`src/swr_pkg.sv`:
```
// package: register map, field positions, reset values and timing counts for the stop/wake block
// How it works
// - entering stop halts the crystal and every internal clock.
// - interrupt wake with ring select active runs at once from the ring oscillator.
// - on ring, count a power-on interval of crystal clocks, then switch to crystal.
// - re-entering stop before the switch turns all clocks off again.
// - by default stop exit waits for the crystal, not the ring; here the core runs from the crystal at once on wake.
// - extended flag bit 1 enables ring wake from stop.
// - extended flag bit 2 reads one while the ring clocks the core.
// - key 0xAA then 0x55 opens a three-cycle protected write window.
// - protected bit writes without the preceding key are ignored.
// - protection covers bandgap select, por flag, watchdog enable, restart and irq flag.
// - extended flag bit 0 keeps bandgap on in stop; resets to zero.
// - watchdog restart bit restarts the watchdog for a full interval.
package swr_pkg;
  localparam logic [7:0] ADDR_POWER_CONTROL = 8'h87;
  localparam logic [7:0] ADDR_EXTENDED_FLAG = 8'h91;
  localparam logic [7:0] ADDR_TIMED_ACCESS = 8'hc7;
  localparam logic [7:0] ADDR_WATCHDOG_CONTROL = 8'hd8;
  localparam logic [7:0] ADDR_IRQ_STATUS = 8'he1;
  localparam logic [7:0] ADDR_IRQ_ENABLE = 8'he2;
  localparam logic [7:0] ADDR_IRQ_CLEAR = 8'he3;
  // power control fields
  localparam int PC_IDLE = 0;
  localparam int PC_STOP = 1;
  // extended flag fields
  localparam int EF_BANDGAP = 0;
  localparam int EF_RING_SEL = 1;
  localparam int EF_RING_ACT = 2;
  // watchdog control fields
  localparam int WD_RESTART = 0;
  localparam int WD_ENABLE = 1;
  localparam int WD_IRQ_FLAG = 3;
  localparam int WD_POR_FLAG = 6;
  localparam logic [7:0] WD_PROT_MASK = 8'h4b;
  localparam logic [7:0] EF_PROT_MASK = 8'h01;
  localparam logic [7:0] PC_RESET = 8'h00;
  localparam logic [7:0] EF_RESET = 8'h00;
  localparam logic [7:0] WD_RESET = 8'h40;
  // irq status bits
  localparam int IRQ_WAKE = 0;
  localparam int IRQ_SWITCH = 1;
  localparam int IRQ_STOP = 2;
  localparam logic [7:0] IRQ_MASK = 8'h07;
  // timed access keys and window
  localparam logic [7:0] KEY_FIRST = 8'haa;
  localparam logic [7:0] KEY_SECOND = 8'h55;
  localparam logic [1:0] TA_WINDOW_CYCLES = 2'h3;
  // power-on reset interval in crystal clocks
  localparam int POR_CLOCKS = 65536;
  localparam logic [16:0] POR_COUNT = 17'h1_0000;
  typedef enum logic [1:0] {
    SWR_RUN_XTAL = 2'b00,
    SWR_STOPPED = 2'b01,
    SWR_RUN_RING = 2'b10
  } swr_mode_t;
endpackage

```
`src/swr_ta_if.sv`:
```
// interface: timed-access gate request and grant between top and gate
`timescale 1ns/1ns
interface swr_ta_if;
  logic key_wr;
  logic [7:0] key_data;
  logic prot_wr;
  logic open;
  modport gate (input key_wr, input key_data, input prot_wr, output open);
  modport user (output key_wr, output key_data, output prot_wr, input open);
endinterface

```
`src/swr_ta_gate.sv`:
```
// module: timed-access unlock gate with a three-cycle write window
`timescale 1ns/1ns
module swr_ta_gate (
  input wire logic clk, // system clock
  input wire logic srst, // synchronous reset
  swr_ta_if.gate ta // key and protected write strobes
);
  typedef struct packed {
    logic armed;
    logic [1:0] left;
  } swr_ta_st_t;
  swr_ta_st_t s_q, s_d;
  assign ta.open = (s_q.left != 2'h0);
  // a key byte other than 0x55 or 0xAA disarms; the window is one-shot
  always_comb begin
    s_d = s_q;
    if (s_q.left != 2'h0) begin
      s_d.left = s_q.left - 2'h1;
    end
    if (ta.prot_wr && ta.open) begin
      s_d.left = 2'h0;
    end
    if (ta.key_wr) begin
      if (s_q.armed && ta.key_data == swr_pkg::KEY_SECOND) begin
        s_d.left = swr_pkg::TA_WINDOW_CYCLES;
        s_d.armed = 1'b0;
      end else begin
        s_d.armed = (ta.key_data == swr_pkg::KEY_FIRST);
      end
    end
  end
  always_ff @(posedge clk) begin
    if (srst) begin
      s_q <= '0;
    end else begin
      s_q <= s_d;
    end
  end
endmodule // swr_ta_gate

```
`src/swr_por_timer.sv`:
```
// module: power-on reset interval counter for the ring-to-crystal switch
`timescale 1ns/1ns
module swr_por_timer (
  input wire logic clk, // system clock
  input wire logic srst, // synchronous reset
  input wire logic run, // count while high, clear while low
  input wire logic xtal_tick, // one crystal clock counted
  output logic done // one-cycle pulse at interval end
);
  typedef struct packed {
    logic [16:0] cnt;
    logic done;
  } swr_por_st_t;
  swr_por_st_t s_q, s_d;
  assign done = s_q.done;
  always_comb begin
    s_d = s_q;
    s_d.done = 1'b0;
    if (!run) begin
      s_d.cnt = 17'h0_0000;
    end else if (xtal_tick && !s_q.done) begin
      if (s_q.cnt == swr_pkg::POR_COUNT - 17'h0_0001) begin
        s_d.done = 1'b1;
        s_d.cnt = 17'h0_0000;
      end else begin
        s_d.cnt = s_q.cnt + 17'h0_0001;
      end
    end
  end
  always_ff @(posedge clk) begin
    if (srst) begin
      s_q <= '0;
    end else begin
      s_q <= s_d;
    end
  end
endmodule // swr_por_timer

```
`src/swr_top.sv`:
```
// module: stop-mode wake controller with ring clock selection and timed access
//
// Decided for this implementation: the plain strobed port.
`timescale 1ns/1ns
module swr_top (
  input wire logic clk, // system clock, 25 MHz
  input wire logic srst, // synchronous reset, active high
  input wire logic [7:0] addr, // register address
  input wire logic [7:0] wdata, // write data
  input wire logic wr, // write strobe
  input wire logic rd, // read strobe
  output logic [7:0] rdata, // read data, cycle after rd
  input wire logic wake_irq, // external interrupt wake request
  input wire logic xtal_tick, // crystal clock counted, after startup
  output logic clocks_on, // internal clocks running
  output logic xtal_osc_on, // crystal oscillator enabled
  output logic ring_osc_on, // ring oscillator enabled
  output logic core_on_ring, // core clocked by ring
  output logic bandgap_on, // bandgap reference powered
  output logic wdog_restart, // watchdog restart pulse
  output logic wdog_enable, // watchdog enable level
  output logic irq // level interrupt
);
  typedef struct packed {
    swr_pkg::swr_mode_t mode;
    logic [7:0] power_control;
    logic [7:0] ext;
    logic [7:0] wdc;
    logic [7:0] ist;
    logic [7:0] ien;
    logic [7:0] rdata;
    logic restart;
  } swr_st_t;
  swr_st_t s_q, s_d;
  logic por_done;
  swr_ta_if ta ();

  // protected bits need the open window, others always write
  function automatic logic [7:0] merge(input logic [7:0] old, input logic [7:0] nv,
                                       input logic [7:0] prot, input logic open);
    logic [7:0] m;
    m = open ? 8'hff : ~prot;
    return (old & ~m) | (nv & m);
  endfunction

  assign ta.key_wr = wr && addr == swr_pkg::ADDR_TIMED_ACCESS;
  assign ta.key_data = wdata;
  // any write to a register holding protected bits consumes the window
  assign ta.prot_wr = wr && (addr == swr_pkg::ADDR_WATCHDOG_CONTROL ||
                             addr == swr_pkg::ADDR_EXTENDED_FLAG);

  swr_ta_gate u_gate (
    .clk(clk),
    .srst(srst),
    .ta(ta)
  );

  swr_por_timer u_por (
    .clk(clk),
    .srst(srst),
    .run(s_q.mode == swr_pkg::SWR_RUN_RING),
    .xtal_tick(xtal_tick),
    .done(por_done)
  );

  // clock outputs follow mode; stop kills crystal and all clocks
  assign clocks_on = (s_q.mode != swr_pkg::SWR_STOPPED);
  assign xtal_osc_on = (s_q.mode == swr_pkg::SWR_RUN_XTAL);
  assign ring_osc_on = (s_q.mode == swr_pkg::SWR_RUN_RING);
  assign core_on_ring = s_q.ext[swr_pkg::EF_RING_ACT];
  assign bandgap_on = (s_q.mode != swr_pkg::SWR_STOPPED) ||
                      s_q.ext[swr_pkg::EF_BANDGAP];
  assign wdog_restart = s_q.restart;
  assign wdog_enable = s_q.wdc[swr_pkg::WD_ENABLE];
  assign irq = |(s_q.ist & s_q.ien);
  assign rdata = s_q.rdata;

  // main state: registers, mode machine, sticky events
  always_comb begin
    s_d = s_q;
    s_d.restart = 1'b0;
    s_d.rdata = 8'h00;
    if (wr) begin
      unique case (addr)
        swr_pkg::ADDR_POWER_CONTROL: begin
          s_d.power_control = wdata;
        end
        swr_pkg::ADDR_EXTENDED_FLAG: begin
          s_d.ext = merge(s_q.ext, wdata & 8'h03, swr_pkg::EF_PROT_MASK, ta.open);
          s_d.ext[swr_pkg::EF_RING_ACT] = s_q.ext[swr_pkg::EF_RING_ACT];
        end
        swr_pkg::ADDR_WATCHDOG_CONTROL: begin
          s_d.wdc = merge(s_q.wdc, wdata, swr_pkg::WD_PROT_MASK, ta.open);
          if (ta.open && wdata[swr_pkg::WD_RESTART]) begin
            s_d.restart = 1'b1;
          end
          s_d.wdc[swr_pkg::WD_RESTART] = 1'b0;
        end
        swr_pkg::ADDR_IRQ_ENABLE: begin
          s_d.ien = wdata & swr_pkg::IRQ_MASK;
        end
        swr_pkg::ADDR_IRQ_CLEAR: begin
          s_d.ist = s_q.ist & ~wdata;
        end
        default: begin
        end
      endcase
    end
    unique case (s_q.mode)
      swr_pkg::SWR_RUN_XTAL: begin
        if (s_q.power_control[swr_pkg::PC_STOP]) begin
          s_d.mode = swr_pkg::SWR_STOPPED;
          s_d.ist[swr_pkg::IRQ_STOP] = 1'b1;
        end
      end
      swr_pkg::SWR_STOPPED: begin
        if (wake_irq) begin
          s_d.power_control[swr_pkg::PC_STOP] = 1'b0;
          s_d.ist[swr_pkg::IRQ_WAKE] = 1'b1;
          if (s_q.ext[swr_pkg::EF_RING_SEL]) begin
            s_d.mode = swr_pkg::SWR_RUN_RING;
            s_d.ext[swr_pkg::EF_RING_ACT] = 1'b1;
          end else begin
            s_d.mode = swr_pkg::SWR_RUN_XTAL;
          end
        end
      end
      swr_pkg::SWR_RUN_RING: begin
        if (s_q.power_control[swr_pkg::PC_STOP]) begin
          s_d.mode = swr_pkg::SWR_STOPPED;
          s_d.ext[swr_pkg::EF_RING_ACT] = 1'b0;
          s_d.ist[swr_pkg::IRQ_STOP] = 1'b1;
        end else if (por_done) begin
          s_d.mode = swr_pkg::SWR_RUN_XTAL;
          s_d.ext[swr_pkg::EF_RING_ACT] = 1'b0;
          s_d.ist[swr_pkg::IRQ_SWITCH] = 1'b1;
        end
      end
      default: begin
        s_d.mode = swr_pkg::SWR_RUN_XTAL;
      end
    endcase
    // reads return state one cycle later
    if (rd) begin
      unique case (addr)
        swr_pkg::ADDR_POWER_CONTROL: s_d.rdata = s_q.power_control;
        swr_pkg::ADDR_EXTENDED_FLAG: s_d.rdata = s_q.ext;
        swr_pkg::ADDR_WATCHDOG_CONTROL: s_d.rdata = s_q.wdc;
        swr_pkg::ADDR_IRQ_STATUS: s_d.rdata = s_q.ist;
        swr_pkg::ADDR_IRQ_ENABLE: s_d.rdata = s_q.ien;
        default: s_d.rdata = 8'h00;
      endcase
    end
  end

  always_ff @(posedge clk) begin
    if (srst) begin
      s_q.mode <= swr_pkg::SWR_RUN_XTAL;
      s_q.power_control <= swr_pkg::PC_RESET;
      s_q.ext <= swr_pkg::EF_RESET;
      s_q.wdc <= swr_pkg::WD_RESET;
      s_q.ist <= 8'h00;
      s_q.ien <= 8'h00;
      s_q.rdata <= 8'h00;
      s_q.restart <= 1'b0;
    end else begin
      s_q <= s_d;
    end
  end
endmodule // swr_top

```
`config.mk`:
```
export PLATFORM = sky130hd
export DESIGN_NAME = swr_top
export DESIGN_NICKNAME = d
export VERILOG_FILES = /design/src/swr_pkg.sv /design/src/swr_ta_if.sv /design/src/swr_ta_gate.sv /design/src/swr_por_timer.sv /design/src/swr_top.sv
export SDC_FILE = /design/constraint.sdc
export NUM_CORES = 1
export LEC_CHECK = 0
export ABC_CLOCK_PERIOD_IN_PS = 2000
export CAP_MARGIN = 40
export CELL_PAD_IN_SITES_DETAIL_PLACEMENT = 2
export CELL_PAD_IN_SITES_GLOBAL_PLACEMENT = 2
export CORE_UTILIZATION = 39
export DETAILED_ROUTE_END_ITERATION = 16
export DONT_BUFFER_PORTS = 1
export PLACE_DENSITY = 0.78
export SLEW_MARGIN = 10
export SYNTH_ARGS = -nofsm -noshare
export SYNTH_HDL_FRONTEND = slang
export SYNTH_SLANG_ARGS = --single-unit
```
`constraint.sdc`:
```
create_clock -name clk -period 2 [get_ports clk]
set_input_delay 0.3 -clock clk [delete_from_list [all_inputs] [get_ports clk]]
set_output_delay 0.3 -clock clk [all_outputs]
set_load 0.02 [all_outputs]
```
After elaboration in Yosys (flattened, before gate mapping)
Cells that the tools add are included.
{ "classes": {"addsub": 2, "mul": 0, "div_mod_pow": 0, "order_cmp": 0, "n_eq_ne": 16, "shifts": 0, "mux": 37, "bitwise": 16, "n_reduce_logical": 23} }
{ "ops": {"columns": ["op", "count"], "rows": [
  ["8-bit equality test (second input constant)", 8],
  ["8-bit one-hot mux with 5 select lines", 1],
  ["34-bit 2-to-1 mux", 1],
  ["8-bit AND", 4],
  ["8-bit 2-to-1 mux", 3],
  ["8-bit inverter", 3],
  ["2-bit 2-to-1 mux", 10],
  ["17-bit by 1-bit adder with 17-bit output (second input constant)", 1],
  ["17-bit by 16-bit equality test with 1-bit output (second input constant)", 1],
  ["1-bit 2-to-1 mux", 17],
  ["17-bit 2-to-1 mux", 1],
  ["8-bit bitwise OR", 2],
  ["2-bit AND reduction", 5],
  ["2-bit by 8-bit AND with 8-bit output", 1],
  ["8-bit by 3-bit AND with 8-bit output", 1],
  ["8-bit by 7-bit equality test with 1-bit output (second input constant)", 1],
  ["8-bit OR reduction", 1],
  ["7-bit 2-to-1 mux", 1],
  ["1-bit logical AND", 6],
  ["2-bit one-hot mux with 3 select lines", 1],
  ["2-bit OR reduction", 3],
  ["3-bit OR reduction", 2],
  ["1-bit inverter", 5],
  ["2-bit by 1-bit inequality test with 1-bit output (second input constant)", 2],
  ["other kinds (12)", 13]
]} }
{ "totals": {"ff_bits": 66, "latch_bits": 0, "mem_bits_rw": 0, "romBits": 0, "output_inout_bits": 16, "word_cells": 109, "n_memories": 0} }

Longest topological paths before layout
{ "depth": {"ltp_word": 10, "ltp_mapped": 7} }

Hierarchy
From an unflattened synthesis, not the netlist that was laid out.
{ "hier_totals": {"cells_unflattened": 311, "area_unflattened_um2": 2879.0} }
{ "modules_own_cells": {"columns": ["module", "instances", "cells_per_inst", "area_each_um2", "seq_area_each_um2"], "rows": [
  ["swr_top", 1, 210, 1885.6, 800.8],
  ["swr_por_timer", 1, 85, 819.5, 360.3],
  ["swr_ta_gate", 1, 16, 173.9, 60.1]
]} }

Worst setup path before layout
OpenSTA, ideal clock, no wires.
{ "synth_path": {"path_kind": "register to register", "start": "reg u_por.s_q[1] (netlist name)", "end": "reg u_por.s_q[12] (netlist name)", "arrival_ps": 1665, "path_slack_ps": 221, "path_stages_with_launch": 8, "synth_period_minus_slack_ps": 1779, "cell_sequence": "dfxtp_1 ha_1 nand3b_4 or3_1 buf_6 o31ai_4 buf_6 nor2_1"} }
{ "synth_via": {"elab_chain_len": 2, "elab_cells_between_ends": 3, "cone_classes": "1 x add/sub; 1 x eq/ne; 1 x mux"} }
{ "synth_lines": {"columns": ["item", "line", "text"], "rows": [
  ["start, declared", "swr_por_timer.sv:14", "swr_por_st_t s_q, s_d;"],
  ["start signal, assigned", "swr_por_timer.sv:32", "s_q <= '0;"],
  ["start signal, assigned", "swr_por_timer.sv:34", "s_q <= s_d;"],
  ["17-bit by 1-bit adder with 17-bit output or 17-bit by 16-bit equality test with 1-bit output (tied branches)", "swr_por_timer.sv:26, swr_por_timer.sv:22", null],
  ["17-bit 2-to-1 mux *", "swr_por_timer.sv:22", "if (s_q.cnt == swr_pkg::POR_COUNT - 17'h0_0001) begin"]
]} }
Mark *: on every way between the ends. The rest lies on a longest branch, timed or not.
A chain may end at the register's enable or synchronous reset.

Final worst setup path
{ "layout_path": {"start": "reg u_por.s_q[1] (netlist name)", "end": "reg u_por.s_q[4] (netlist name)"} }
Same word-level chain as after synthesis.

==> results.toml <==
[worst_hold_path]
hold_depth = 1
hold_path.startpoint = "srst"
hold-path-endpoint = "s_q[17]"
min_path_type = "input port to flop"

[synthesis]
synth_top_area_cell = "dfxtp_1"
postSynthCellCount = 301
synth_cell_types = 50
netlist_area_um2 = 2830
yosys_warnings = 0
synth-main-ff-cell = "dfxtp_1"
ys_top_cells_by_area = "dfxtp_1 43%, mux2i_1 7.4%, nor2_1 5.6%"
synthArstFlopShare_pct = 0
syn_nets = 324
synth_top_area_share_pct = 43.1
synth.yosys.seq_area_share_pct = 43.1
synth-edff-count = 0
ys_ff_latch = 61
syn_area_per_cell_um2 = 9.42

[sta]
fin_setup_tns_ns = 0
maxSlewHeadroom_pct = 54.3
whs_ns = 0.0157
fin_skew_ns = 0.00807
worst_slew_pin_slew_ns = 0.680
hold_violations = 0
max_freq_mhz = 551
report.final.slew_viol_count = 0
setup_viol = 0
grt_setup_unrepaired = "false"
period_needed_ns = 1.81
post-route-period-util_pct = 90.7

[power]
ir_drop_v = 0.000348
powerDensity_nw_per_um2 = 757
power_mw = 2.34
power.leakage_nw = 1.10

[routing]
vias_per_cell = 5.62
wirelength_um = 7810
wl_per_cell_um = 19.5
drtIter0Drc = 83
first_pass_iters = 4
routed-via-count = 2253
drc = 0
postRouteAntennaNets = 0

[cells_and_area]
final_layout_size_suffix_gt1_share_pct = 11.1
diodes = 0
syn_to_final_growth_pct = 9.01
nFillCells = 759
final_cell_mix = "61 x dfxtp_1, 42 x nor2_1, 21 x mux2i_1"
mostFrequentLayoutCell = "dfxtp_1"
nets = 323
design_area_um2 = 3090

[clock_tree]
clkLatencyLatePin_ns = 0.34
hold_buffers = 0
cts_made_buffers = 9
clock_sinks = 61
cts_tree = "done"
cts_setup_buffers = 0
post_cts_resized = 0
root_buffer = "clkbuf_8"
htreeDepth = 3
clock_path_buffers = 2
clk_pin_slew_ns = 0.07

[floorplanning]
dieArea_um2 = 7610
fp.coreArea_um2 = 6910
die_h_um = 87.2
start_util_pct = 41.0
num_rows = 30
die_w_um = 87.2
ios = 38

[setup_path]
worstSetupPathType = "flop to flop"
r2r_end = "u_por.s_q[4]"
critPathTopFamily = "simple AND/OR/NAND/NOR gates"
r2r_start = "u_por.s_q[1]"
slowest_delay_ns = 0.44
crit_chain = "ha_1 > nand3b_4 > or3_4 > o31ai_4 > buf_4 > nor2_1"
arrival_ns = 2.05
worstPathRequired_ns = 2.23
r2r_slack_ns = 0.19
cp.buffers_inverters = 1
rr_worst_depth = 6
cp-start-kind = "flop"
cp_slowest_cell = "or3_4"
end_kind = "flop"
crit_fanout = 9

[grt]
grt_usage_pct = 22.7
antenna_found_initial = 0
overflow = 0
grt_pass1_wl_um = 12900
grt_max_degree = 29
grt_pass1_vias = 2461

[placement]
placed_area_um2 = 2890
dp_hpwl_um = 5640
io_buffers = 0
gp_congestion = 0.776

[job]
cap_violations = 0

[status]
status = "complete, no violations"
[where the power goes]
group          leakage [nW]  total, mW  internal (mW)  switching [mW]
logic                 0.517     0.0415         0.0210          0.0205
clock network        0.0964       1.08          0.606           0.475
registers             0.491       1.22           1.21        0.000453
[kinds of logic (layout without fill, tap and decap cells)]
| logic type | Yosys count | in the layout | share of synthesized area [%] |
|---|---|---|---|
| and+or+nand+nor | 132 | 132 | 26.5 |
| DFF | 61 | 61 | 43.1 |
| AOI/OAI and AO/OA | 47 | 47 | 13.3 |
| buffers and inverters | 26 | 30 | 5.12 |
| muxes | 22 | 22 | 7.81 |
| xor gates and xnor gates | 12 | 12 | 3.71 |
| adders and majority gates | 1 | 1 | 0.441 |
[cell usage after synthesis, types with 3 or more instances]
| library cell | count |
|---|---|
| nor2b_1 | 6 |
| nor4bb_1 | 4 |
| a222oi_1 | 6 |
| and2_1 | 5 |
| nand4b_1 | 3 |
| nand3_1 | 7 |
| xor2_1 | 3 |
| a22oi_1 | 3 |
| nand2_1 | 20 |
| o21ai_0 | 5 |
| nor2_1 | 42 |
| or3_1 | 4 |
| nor4_1 | 7 |
| and4_1 | 3 |
| mux2i_1 | 21 |
| buf_4 | 8 |
| nor3_1 | 5 |
| a22o_1 | 4 |
| nand2b_1 | 5 |
| nand4_1 | 4 |
| dfxtp_1 | 61 |
| xnor2_1 | 9 |
| inv_1 | 6 |
| clkbuf_1 | 8 |
| a21oi_1 | 14 |
| nor3b_1 | 5 |
[through the flow]
step | utilization [%] | setup WS, ns | cells
2_1_floorplan | - | 0.221 | 301
3_3_place_gp | 41.9 | 0.208 | 385
3_5_place_dp | 41.9 | 0.110 | 385
4_1_cts | 44.7 | 0.0695 | 401
5_1_grt | 44.7 | 0.0608 | 401
6_report | 44.7 | 0.186 | 401
[how the worst max path moves through the flow]
stage,startpoint,to,slack [ns],cells past startpoint
after floorplan,u_por.s_q[1],u_por.s_q[12],0.22,7
after global routing,u_por.s_q[1],u_por.s_q[5],0.06,6
after detailed placement,u_por.s_q[1],u_por.s_q[4],0.11,6
after global placement,u_por.s_q[1],u_por.s_q[7],0.21,6
final,u_por.s_q[1],u_por.s_q[4],0.19,6
after CTS,u_por.s_q[1],u_por.s_q[4],0.07,6
[area by class of cell]
type | count | area, um^2 | share of cell area (%)
clock buffers | 12 | 145 | 4.70
clock inverters | 4 | 47.5 | 1.54
inverters | 6 | 22.5 | 0.729
multi-input cells | 214 | 1470 | 47.7
flip-flops and latches | 61 | 1220 | 39.5
well taps | 96 | 120 | 3.89
repair buffers | 8 | 60.1 | 1.94
[flip-flops by register name, indices dropped and copies added (netlist names), named ones only]
signal,count
s_q,26
u_por.s_q,17
rdata,8
u_gate.s_q,3
core_on_ring,1
u_por.done,1
wdog_restart,1
[layer usage]
metal | vias up | wire length [um] | global-route usage [%]
met2 | 43 | 4010 | 40.4
met5 | - | 0 | 0
met1 | 1118 | 3380 | 26.6
met4 | 0 | 97 | 7.45
li1 | 1081 | - | -
met3 | 11 | 333 | 5.78
[worst register-to-register path: stages, from the launching register on]
cell and delay [ns]:
dfxtp_1 0.39, ha_1 0.23, nand3b_4 0.13, or3_4 0.44
o31ai_4 0.25, buf_4 0.20, nor2_1 0.06
Note: power is estimated with default switching activity, not from simulation.
